## src/dit_pkg.sv

```systemverilog
// Shared constants, modes and carriers of the down-counting interval timer
package dit_pkg;

  localparam int DIT_BYTE_W = 8;
  localparam int DIT_DEPTH_FABRIC = 4;
  localparam int DIT_DEPTH_FIXED = 1;
  localparam logic [1:0] DIT_INIT_WAIT_FIXED = 2'h2;
  localparam logic [1:0] DIT_INIT_WAIT_FABRIC = 2'h0;
  localparam logic [1:0] DIT_RESUME_FIXED = 2'h2;
  localparam logic [1:0] DIT_RESUME_FABRIC_OS = 2'h1;
  localparam logic [1:0] DIT_RESUME_NONE = 2'h0;
  localparam int DIT_GUARD_FIXED = 2;

  typedef enum logic
  {
    DIT_FABRIC = 1'b0,
    DIT_FIXED = 1'b1
  } dit_variant_e;

  typedef enum logic [1:0]
  {
    DIT_EN_SW_ONLY = 2'h0,
    DIT_EN_HW_ONLY = 2'h1,
    DIT_EN_SW_AND_HW = 2'h2
  } dit_enmode_e;

  typedef enum logic [1:0]
  {
    DIT_CAP_NONE = 2'h0,
    DIT_CAP_RISE = 2'h1,
    DIT_CAP_FALL = 2'h2,
    DIT_CAP_BOTH = 2'h3
  } dit_capmode_e;

  typedef enum logic [2:0]
  {
    DIT_ST_INIT = 3'h1,
    DIT_ST_RUN = 3'h2,
    DIT_ST_HALT = 3'h4
  } dit_state_e;

  typedef struct packed
  {
    logic oneShot;
    dit_enmode_e enableMode;
    dit_capmode_e captureMode;
    logic swEnable;
  } dit_ctrl_s;

  typedef struct packed
  {
    logic fifoNotEmpty;
    logic fifoFull;
    logic capture;
    logic tc;
  } dit_status_s;

  typedef struct packed
  {
    logic fifoFull;
    logic capture;
    logic tc;
  } dit_mask_s;

endpackage

```

## src/dit_timer.sv

```systemverilog
// Down-counting interval timer with reload, terminal count, capture and masked interrupt
//
// Notes on behaviour
// Counter only decrements, one step per clock edge while counting is allowed.
// Counter at zero loads the period value on the next edge.
// Terminal count is one cycle wide, shown in the reload cycle.
// Counting needs enable active and reset inactive; enable from hardware or software.
// Each qualifying capture edge stores the count exactly once.
// Fixed variant passes capture, reset and enable through two flip-flops.
// Interrupt asserts on any chosen combination of timer events.
// Fabric variant preloads the period value at start, before counting.
// Reset loads the period value and holds it while asserted.
// A reload caused by reset gives no terminal count.
// Disabled at zero postpones the reload and its terminal count; the fixed variant drops that terminal count.
// Fixed variant starts at zero, waits two cycles, then loads without pulse.
// Fixed variant resumes counting two cycles after reset release.
// Fixed variant hardware enable acts two cycles late both ways.
// Fixed variant: enable low just before zero suppresses that terminal count.
// Fabric one-shot hardware enable lags one cycle; continuous mode has no lag.
// Fabric one-shot stops after a period; reset restarts one cycle later.
// Fixed one-shot: first enable low after start freezes until reset or a software stop then start.
// Fixed one-shot: after stop, reset release resumes counting two cycles later.
// Fixed one-shot: software stop then start continues without reload.
// Fabric capture FIFO is four deep per byte; reader drains in time.
// Capture into a full FIFO overwrites the oldest entry.
// Terminal count and capture flags stick until status read; FIFO flags live.
// Interrupt is OR of event sources, each gated by its mask bit.
// Counter width is a parameter: 8 to 32 fabric, 8 or 16 fixed.
module dit_timer
  import dit_pkg::*;
#(
  parameter int CNT_W = 8,
  parameter dit_variant_e VARIANT = DIT_FABRIC
)
(
  input wire logic mclk,
  input wire logic arst_n,
  input wire dit_ctrl_s ctrl,
  input wire dit_mask_s mask,
  input wire logic [CNT_W-1:0] period,
  input wire logic hwEnable,
  input wire logic hwReset,
  input wire logic captureIn,
  input wire logic statusRead,
  input wire logic captureRead,
  input wire logic captureClear,
  output logic terminalCount,
  output logic [CNT_W-1:0] count,
  output logic [CNT_W-1:0] captureData,
  output dit_status_s status,
  output logic irq
);

  localparam bit FIXED = (VARIANT == DIT_FIXED);
  localparam int DEPTH = FIXED ? DIT_DEPTH_FIXED : DIT_DEPTH_FABRIC;
  localparam logic [1:0] INIT_WAIT = FIXED ? DIT_INIT_WAIT_FIXED : DIT_INIT_WAIT_FABRIC;
  // Fixed variant: a disable seen this close to zero drops that period's pulse
  localparam logic [CNT_W-1:0] GUARD = CNT_W'(DIT_GUARD_FIXED);

  // legal widths
  // Whole bytes from 8 to 32 bits, and at most 16 for the fixed variant.
  // Nothing traps another width: the capture lanes assume whole bytes,
  // so a stray width loses its top bits in the store. The parent must choose.

  dit_state_e state;
  dit_state_e next_state;
  logic [CNT_W-1:0] next_count;
  logic [1:0] hold;
  logic [1:0] next_hold;
  logic suppress;
  logic next_suppress;
  logic begun;
  logic next_begun;
  logic swStopped;
  logic next_swStopped;
  logic hwEnDly;
  logic capPrev;
  logic stTc;
  logic stCap;
  logic next_stTc;
  logic next_stCap;
  logic tcPulse;
  logic hwEnEff;
  logic rstEff;
  logic capEff;
  logic enEff;
  logic capEdge;
  logic fifoFull;
  logic fifoNotEmpty;
  logic [1:0] resumeHold;

  // double synchronised inputs
  if (FIXED)
  begin : gSync
    logic [2:0] synced;

    // Costs two cycles on every pin input; software controls are not delayed
    dit_sync #(.N(3)) uSync (
      .mclk(mclk),
      .arst_n(arst_n),
      .async({captureIn, hwReset, hwEnable}),
      .synced(synced)
    );
    // two-cycle enable lag
    assign hwEnEff = synced[0];
    assign rstEff = synced[1];
    assign capEff = synced[2];
  end
  else
  begin : gDirect
    // lag only in one-shot
    assign hwEnEff = ctrl.oneShot ? hwEnDly : hwEnable;
    assign rstEff = hwReset;
    assign capEff = captureIn;
  end

  // A source that the mode ignores counts as permanently high
  // enable source selection
  always_comb
  begin
    enEff = 1'b1;
    if (ctrl.enableMode != DIT_EN_HW_ONLY)
      enEff = enEff && ctrl.swEnable;
    if (ctrl.enableMode != DIT_EN_SW_ONLY)
      enEff = enEff && hwEnEff;
  end

  // Cycles to wait after a reset release before the first decrement
  // release lag
  always_comb
  begin
    if (FIXED)
      resumeHold = DIT_RESUME_FIXED;
    else if (ctrl.oneShot)
      resumeHold = DIT_RESUME_FABRIC_OS;
    else
      resumeHold = DIT_RESUME_NONE;
  end

  // Reset outranks every state, so a held reset pins the count at the period
  always_comb
  begin
    next_state = state;
    next_count = count;
    next_hold = (hold != 2'h0) ? hold - 1'b1 : 2'h0;
    next_suppress = suppress;
    next_begun = begun;
    next_swStopped = swStopped;
    tcPulse = 1'b0;
    if (rstEff)
    begin
      // reset reload, no pulse
      next_count = period;
      next_hold = resumeHold;
      next_state = DIT_ST_RUN;
      next_suppress = 1'b0;
      next_begun = 1'b0;
      next_swStopped = 1'b0;
    end
    else
    begin
      unique case (state)
        DIT_ST_INIT:
        begin
          // initial load, no pulse
          if (hold == 2'h0)
          begin
            next_count = period;
            next_state = DIT_ST_RUN;
          end
        end
        DIT_ST_RUN:
        begin
          if (hold == 2'h0)
          begin
            if (FIXED && ctrl.oneShot && begun && !enEff)
            begin
              // freeze at first disable
              next_state = DIT_ST_HALT;
            end
            else if (enEff && count == '0)
            begin
              // reload with pulse
              next_count = period;
              tcPulse = !suppress;
              next_suppress = 1'b0;
              // one period then stop
              if (ctrl.oneShot)
                next_state = DIT_ST_HALT;
            end
            else if (enEff)
            begin
              // decrement only
              next_count = count - 1'b1;
              next_begun = 1'b1;
            end
            // The flag survives until the reload that it silences
            // late disable drops pulse
            if (FIXED && !enEff && count <= GUARD)
              next_suppress = 1'b1;
          end
        end
        DIT_ST_HALT:
        begin
          // Leaving the halt this way keeps the frozen count
          // software restart keeps count
          if (FIXED && ctrl.oneShot)
          begin
            if (!ctrl.swEnable)
              next_swStopped = 1'b1;
            else if (swStopped)
            begin
              next_state = DIT_ST_RUN;
              next_begun = 1'b0;
              next_swStopped = 1'b0;
            end
          end
        end
      endcase
    end
  end

  // one capture per edge
  always_comb
  begin
    if (FIXED)
      capEdge = (ctrl.captureMode != DIT_CAP_NONE) && capEff && !capPrev;
    else
    begin
      unique case (ctrl.captureMode)
        DIT_CAP_NONE: capEdge = 1'b0;
        DIT_CAP_RISE: capEdge = capEff && !capPrev;
        DIT_CAP_FALL: capEdge = !capEff && capPrev;
        DIT_CAP_BOTH: capEdge = capEff != capPrev;
      endcase
    end
  end

  // sticky flags, set beats clear
  always_comb
  begin
    next_stTc = (stTc && !statusRead) || tcPulse;
    next_stCap = (stCap && !statusRead) || capEdge;
  end

  always_ff @(posedge mclk or negedge arst_n)
  begin
    if (!arst_n)
    begin
      state <= DIT_ST_INIT;
      count <= '0;
      hold <= INIT_WAIT;
      suppress <= 1'b0;
      begun <= 1'b0;
      swStopped <= 1'b0;
      hwEnDly <= 1'b0;
      capPrev <= 1'b0;
      terminalCount <= 1'b0;
      stTc <= 1'b0;
      stCap <= 1'b0;
    end
    else
    begin
      state <= next_state;
      count <= next_count;
      hold <= next_hold;
      suppress <= next_suppress;
      begun <= next_begun;
      swStopped <= next_swStopped;
      // One flop of lag for the fabric one-shot enable; unused by the fixed variant
      hwEnDly <= hwEnable;
      capPrev <= capEff;
      // registered single-cycle pulse
      terminalCount <= tcPulse;
      stTc <= next_stTc;
      stCap <= next_stCap;
    end
  end

  // Fabric keeps four captures; the fixed variant a single capture register
  dit_capture_fifo #(.W(CNT_W), .DEPTH(DEPTH)) uFifo (
    .mclk(mclk),
    .arst_n(arst_n),
    .push(capEdge),
    .pushData(count),
    .pop(captureRead),
    .clear(captureClear),
    .headData(captureData),
    .full(fifoFull),
    .notEmpty(fifoNotEmpty)
  );

  // FIFO flags are live, the two event flags sticky
  always_comb
  begin
    status.fifoNotEmpty = fifoNotEmpty;
    status.fifoFull = fifoFull;
    status.capture = stCap;
    status.tc = stTc;
  end

  // Built from registered flags only, so the request never glitches on a pin
  // masked OR of events
  assign irq = (mask.tc && stTc) || (mask.capture && stCap) || (mask.fifoFull && fifoFull);

endmodule

```

## src/dit_sync.sv

```systemverilog
// Two-stage synchroniser for a group of level inputs
module dit_sync
  import dit_pkg::*;
#(
  parameter int N = 3
)
(
  input wire logic mclk,
  input wire logic arst_n,
  input wire logic [N-1:0] async,
  output logic [N-1:0] synced
);

  logic [N-1:0] stage1;
  logic [N-1:0] next_stage1;
  logic [N-1:0] next_synced;

  always_comb
  begin
    next_stage1 = async;
    next_synced = stage1;
  end

  always_ff @(posedge mclk or negedge arst_n)
  begin
    if (!arst_n)
    begin
      stage1 <= '0;
      synced <= '0;
    end
    else
    begin
      stage1 <= next_stage1;
      synced <= next_synced;
    end
  end

endmodule

```

## src/dit_capture_fifo.sv

```systemverilog
// Capture store: one FIFO per byte lane sharing pointers, oldest overwritten when full
module dit_capture_fifo
  import dit_pkg::*;
#(
  parameter int W = 8,
  parameter int DEPTH = 4
)
(
  input wire logic mclk,
  input wire logic arst_n,
  input wire logic push,
  input wire logic [W-1:0] pushData,
  input wire logic pop,
  input wire logic clear,
  output logic [W-1:0] headData,
  output logic full,
  output logic notEmpty
);

  localparam int PTR_W = (DEPTH > 1) ? $clog2(DEPTH) : 1;
  localparam int LANES = W / DIT_BYTE_W;
  localparam logic [PTR_W-1:0] LAST = PTR_W'(DEPTH - 1);
  localparam logic [PTR_W:0] FULLCNT = (PTR_W + 1)'(DEPTH);

  logic [PTR_W-1:0] wrPtr;
  logic [PTR_W-1:0] rdPtr;
  logic [PTR_W:0] used;
  logic [PTR_W-1:0] next_wrPtr;
  logic [PTR_W-1:0] next_rdPtr;
  logic [PTR_W:0] next_used;
  logic doPop;

  function automatic logic [PTR_W-1:0] bump(input logic [PTR_W-1:0] p);
    bump = (p == LAST) ? '0 : p + 1'b1;
  endfunction

  assign full = (used == FULLCNT);
  assign notEmpty = (used != '0);

  always_comb
  begin
    doPop = pop && notEmpty;
    next_wrPtr = wrPtr;
    next_rdPtr = rdPtr;
    next_used = used;
    if (clear)
    begin
      next_wrPtr = '0;
      next_rdPtr = '0;
      next_used = '0;
    end
    else
    begin
      if (push)
        next_wrPtr = bump(wrPtr);
      // overwrite oldest
      if (doPop || (push && full))
        next_rdPtr = bump(rdPtr);
      if (push && !full && !doPop)
        next_used = used + 1'b1;
      else if (doPop && !push)
        next_used = used - 1'b1;
    end
  end

  always_ff @(posedge mclk or negedge arst_n)
  begin
    if (!arst_n)
    begin
      wrPtr <= '0;
      rdPtr <= '0;
      used <= '0;
    end
    else
    begin
      wrPtr <= next_wrPtr;
      rdPtr <= next_rdPtr;
      used <= next_used;
    end
  end

  // all byte lanes captured together
  for (genvar g = 0; g < LANES; g++)
  begin : gLane
    logic [DIT_BYTE_W-1:0] mem [DEPTH];

    always_ff @(posedge mclk)
    begin
      if (push && !clear)
        mem[wrPtr] <= pushData[g*DIT_BYTE_W +: DIT_BYTE_W];
    end

    assign headData[g*DIT_BYTE_W +: DIT_BYTE_W] = mem[rdPtr];
  end

endmodule

```

## config.mk

```make
export PLATFORM = sky130hd
export DESIGN_NAME = dit_timer
export DESIGN_NICKNAME = d
export VERILOG_FILES = /design/src/dit_pkg.sv /design/src/dit_timer.sv /design/src/dit_sync.sv /design/src/dit_capture_fifo.sv
export SDC_FILE = /design/constraint.sdc
export NUM_CORES = 1
export LEC_CHECK = 0
export ABC_AREA = 1
export BUFFER_PORTS_ARGS = -buffer_cell sky130_fd_sc_hd__buf_2
export CAP_MARGIN = 20
export CELL_PAD_IN_SITES_DETAIL_PLACEMENT = 0
export CELL_PAD_IN_SITES_GLOBAL_PLACEMENT = 2
export CORE_MARGIN = 5
export CORE_UTILIZATION = 31
export DETAILED_ROUTE_END_ITERATION = 8
export GPL_ROUTABILITY_DRIVEN = 0
export HOLD_SLACK_MARGIN = 0.1
export PLACE_DENSITY_LB_ADDON = 0.1
export SLEW_MARGIN = 20
export SYNTH_ARGS = -nofsm -noshare
export SYNTH_HDL_FRONTEND = slang
export SYNTH_SLANG_ARGS = --single-unit
```

## constraint.sdc

```tcl
create_clock -name mclk -period 1.9 [get_ports mclk]
set_clock_uncertainty 0.05 [all_clocks]
set_input_delay 0.38 -clock mclk [delete_from_list [all_inputs] [get_ports mclk]]
set_output_delay 0.38 -clock mclk [all_outputs]
set_load 0.05 [all_outputs]
```

==> results.py <==
metrics = {
    "run_status": {
        "status": "finished, final reports clean",
    },
    "finish": {
        "mostFrequentLayoutCell": "nand2_1",
        "final_util": 0.408,
        "nets": 419,
        "final_cell_mix": "nand2_1, buf_2, inv_1",
        "stdcell_count": 500,
        "drive_above_1_share": 0.329,
        "num_antenna_cells": 0,
        "syn_to_final_growth_pct": 30.1,
    },
    "clock_tree": {
        "root_buffer": "clkbuf_8",
        "htreeDepth": 3,
        "cts_tree": "built",
        "cts_buffers": 9,
        "cts_num_sinks": 57,
        "clockBufferDepth": 2,
        "clock_latency_ns": 0.33,
        "path_clk_slew_ns": 0.07,
    },
    "floorplanning": {
        "fp.dieW_microns": 106,
        "dieHeight_microns": 106,
        "coreArea_sq_um": 9150,
        "start_util": 0.313,
        "row_count": 35,
        "ios": 47,
        "die_area_sq_um": 11300,
    },
    "worst_hold_path": {
        "hp-class": "in -> reg",
        "worstHoldStart": "hwReset",
    },
    "setup_path": {
        "worstReg2RegStart": "capPrev$_DFF_PN0_",
        "end_kind": "flip-flop",
        "startpoint": "capPrev$_DFF_PN0_",
        "worstPathRequired_ns": 2.07,
        "path_class": "reg -> reg",
        "worstPathMaxFanout": 2,
        "critPathArrivalTime_ns": 2.03,
        "worstSetupStartpointType": "flip-flop",
    },
    "placed_design": {
        "port_buffers": 46,
        "place_hpwl_microns": 4770,
        "dp.cells": 480,
        "post-place-ws_ns": -0.167,
    },
    "route": {
        "vias": 2265,
        "drt-initial-drc-count": 60,
        "wire_per_inst_microns": 13.1,
        "ant_nets": 0,
        "drtPass1Iterations": 4,
        "viasPerCell": 4.53,
        "wl_microns": 6570,
        "drc": 0,
    },
    "yosys": {
        "synth-seq-cells": 57,
        "synth_nets": 345,
        "synthCells": 310,
        "yosysWarnings": 0,
        "postSynthAreaPerCell_sq_um": 9.25,
        "synthDistinctLibCells": 28,
        "netlist_area_sq_um": 2870,
        "ys_seq_area_frac": 0.553,
    },
    "power": {
        "p_leak_uw": 0.00172,
        "power_density_nw_per_um2": 1580,
        "p_sw_uw": 2760,
        "share_seq_of_total_power": 0.295,
        "clkPwrFrac": 0.167,
        "internal_power_uw": 3150,
        "p_comb_frac": 0.538,
        "p_sw_frac": 0.467,
        "ir_drop_mv": 0.591,
    },
    "sta": {
        "fmax_mhz": 537,
        "min_period_ns": 1.86,
        "setup_viol_count_final": 0,
        "fin_crit_sh": 0.980,
        "rsz0062_at_grt": "true",
        "maxSlewHeadroom": 0.578,
        "worst_slack_ns": 0.0374,
        "holdWs_ns": 0.166,
        "worst_pin_slew_ns": 0.632,
        "hold_viol": 0,
        "slew_viol_final": 0,
    },
    "global_route": {
        "antenna_found_initial": 0,
        "grt_max_degree": 26,
        "grt_pass1_vias": 2319,
        "grt_remaining_overflow": 0,
        "grt_pass1_wl_microns": 11100,
        "grt_use_total": 0.127,
    },
    "flow_run": {
        "cap_violations": 0,
    },
}
-- per-layer routing --
metal  global-route usage  routed length (microns)  vias to the layer above
met5                    0                        0                        -
met4               0.0546                      107                        0
met3               0.0322                      211                       10
met2                0.209                     3150                       34
met1                0.157                     3110                     1055
li1                     -                        -                     1166
-- power by group through the flow --
stage	Clock [uW]	Sequential, uW	Combinational [uW]
6_report	986	1740	3180
3_5_place_dp	0	1760	2930
2_1_floorplan	0	2140	1730
4_1_cts	1030	1740	3050
3_3_place_gp	0	1760	2930
5_1_grt	1090	1770	3490
-- cell families (layout without fill, tap and decap cells) --
logic type      Yosys count  count (layout)  synth area share
compound gates           37              37            0.0741
xor+xnor                  4               4            0.0122
simple gates            146             146             0.229
flops                    57              57             0.553
buf+inv                  56             135            0.0850
fa+ha+maj                10              10            0.0462
-- cell usage after synthesis --
cell type   n  area share
buf_4       4       0.010
nand3_1    33       0.058
nand2_1    66       0.086
o21bai_4    1      0.0065
fa_1        1      0.0070
xor2_1      2      0.0061
nor2_4      2      0.0078
buf_2       3      0.0052
nand2_2     4      0.0087
dfrtp_1    24        0.21
o21ai_1     2      0.0035
edfxtp_1   32        0.33
o22ai_1    11       0.024
nand2_4     1      0.0039
xnor2_1     2      0.0061
nor2_2      1      0.0022
ha_1        9       0.039
dfstp_2     1      0.0092
inv_1      42       0.055
nor2_1     30       0.039
a21oi_1     2      0.0035
clkbuf_1    1      0.0013
o21ai_0    21       0.037
nand3_2     3       0.010
inv_2       4      0.0052
nor3_1      1      0.0017
nand4_1     5       0.011
buf_6       2      0.0078
-- flip-flops by register name, indices dropped and copies added, names as in the netlist --
name,cells
capPrev,1
count,8
hold,2
hwEnDly,1
stCap,1
stTc,1
state,3
terminalCount,1
uFifo.gLane.mem,32
uFifo.rdPtr,2
uFifo.used,3
uFifo.wrPtr,2
-- through the flow --
stage	setup TNS, ns	total power [uW]	instance area [sq um]
after floorplan	-0.0309	3870	2960
after global placement	-0.179	4700	3430
after detailed placement	-0.238	4690	3430
after CTS	0	5830	3660
after global routing	-0.201	6340	3730
final	0	5900	3730
-- area by class of cell --
class | instances | area [sq um]
clock buffer | 9 | 124
clock inverter | 7 | 46.3
fill | 929 | 5420
inverter | 46 | 175
multi-input combinational | 197 | 1150
sequential | 57 | 1590
tap | 111 | 139
timing repair buffer | 73 | 509
-- final timing paths --
| kind | end | slack, ns | cells past startpoint |
|---|---|---|---|
| setup reg to reg | uFifo.used[2]$_DFFE_PN0P_ | 0.04 | 13 |
| hold reg to reg | state[2]$_DFFE_PN0P_ | 0.44 | 2 |
| setup / recovery | uFifo.used[2]$_DFFE_PN0P_ | 0.04 | 13 |
| min in group asynchronous | uFifo.rdPtr[0]$_DFFE_PN0P_ | 0.55 | 2 |
| max in group asynchronous | count[0]$_DFFE_PN0P_ | 0.83 | 2 |
| hold / removal | hold[1]$_DFF_PN0_ | 0.17 | 2 |
-- worst max-delay path, cell delays in order, from the launching register on --
cell	delay, ns
dfrtp_1	0.41
ha_4	0.27
inv_2	0.03
nand3_2	0.07
nand3_4	0.08
nand3_4	0.07
inv_2	0.04
fa_2	0.34
xnor2_2	0.15
inv_1	0.05
nand2_1	0.05
nand2_1	0.04
nand2_1	0.06
nand2_1	0.05
-- timing repair --
item,4_1_cts,5_1_grt
buffers inserted,0,1
endpoints found under the setup margin,10,10
pin swaps,4,3
hold buffers,2,0
resized for setup,18,30
endpoints found under the hold margin,25,0
cloned,0,1
No activity file was read; power rests on OpenSTA's default activity.
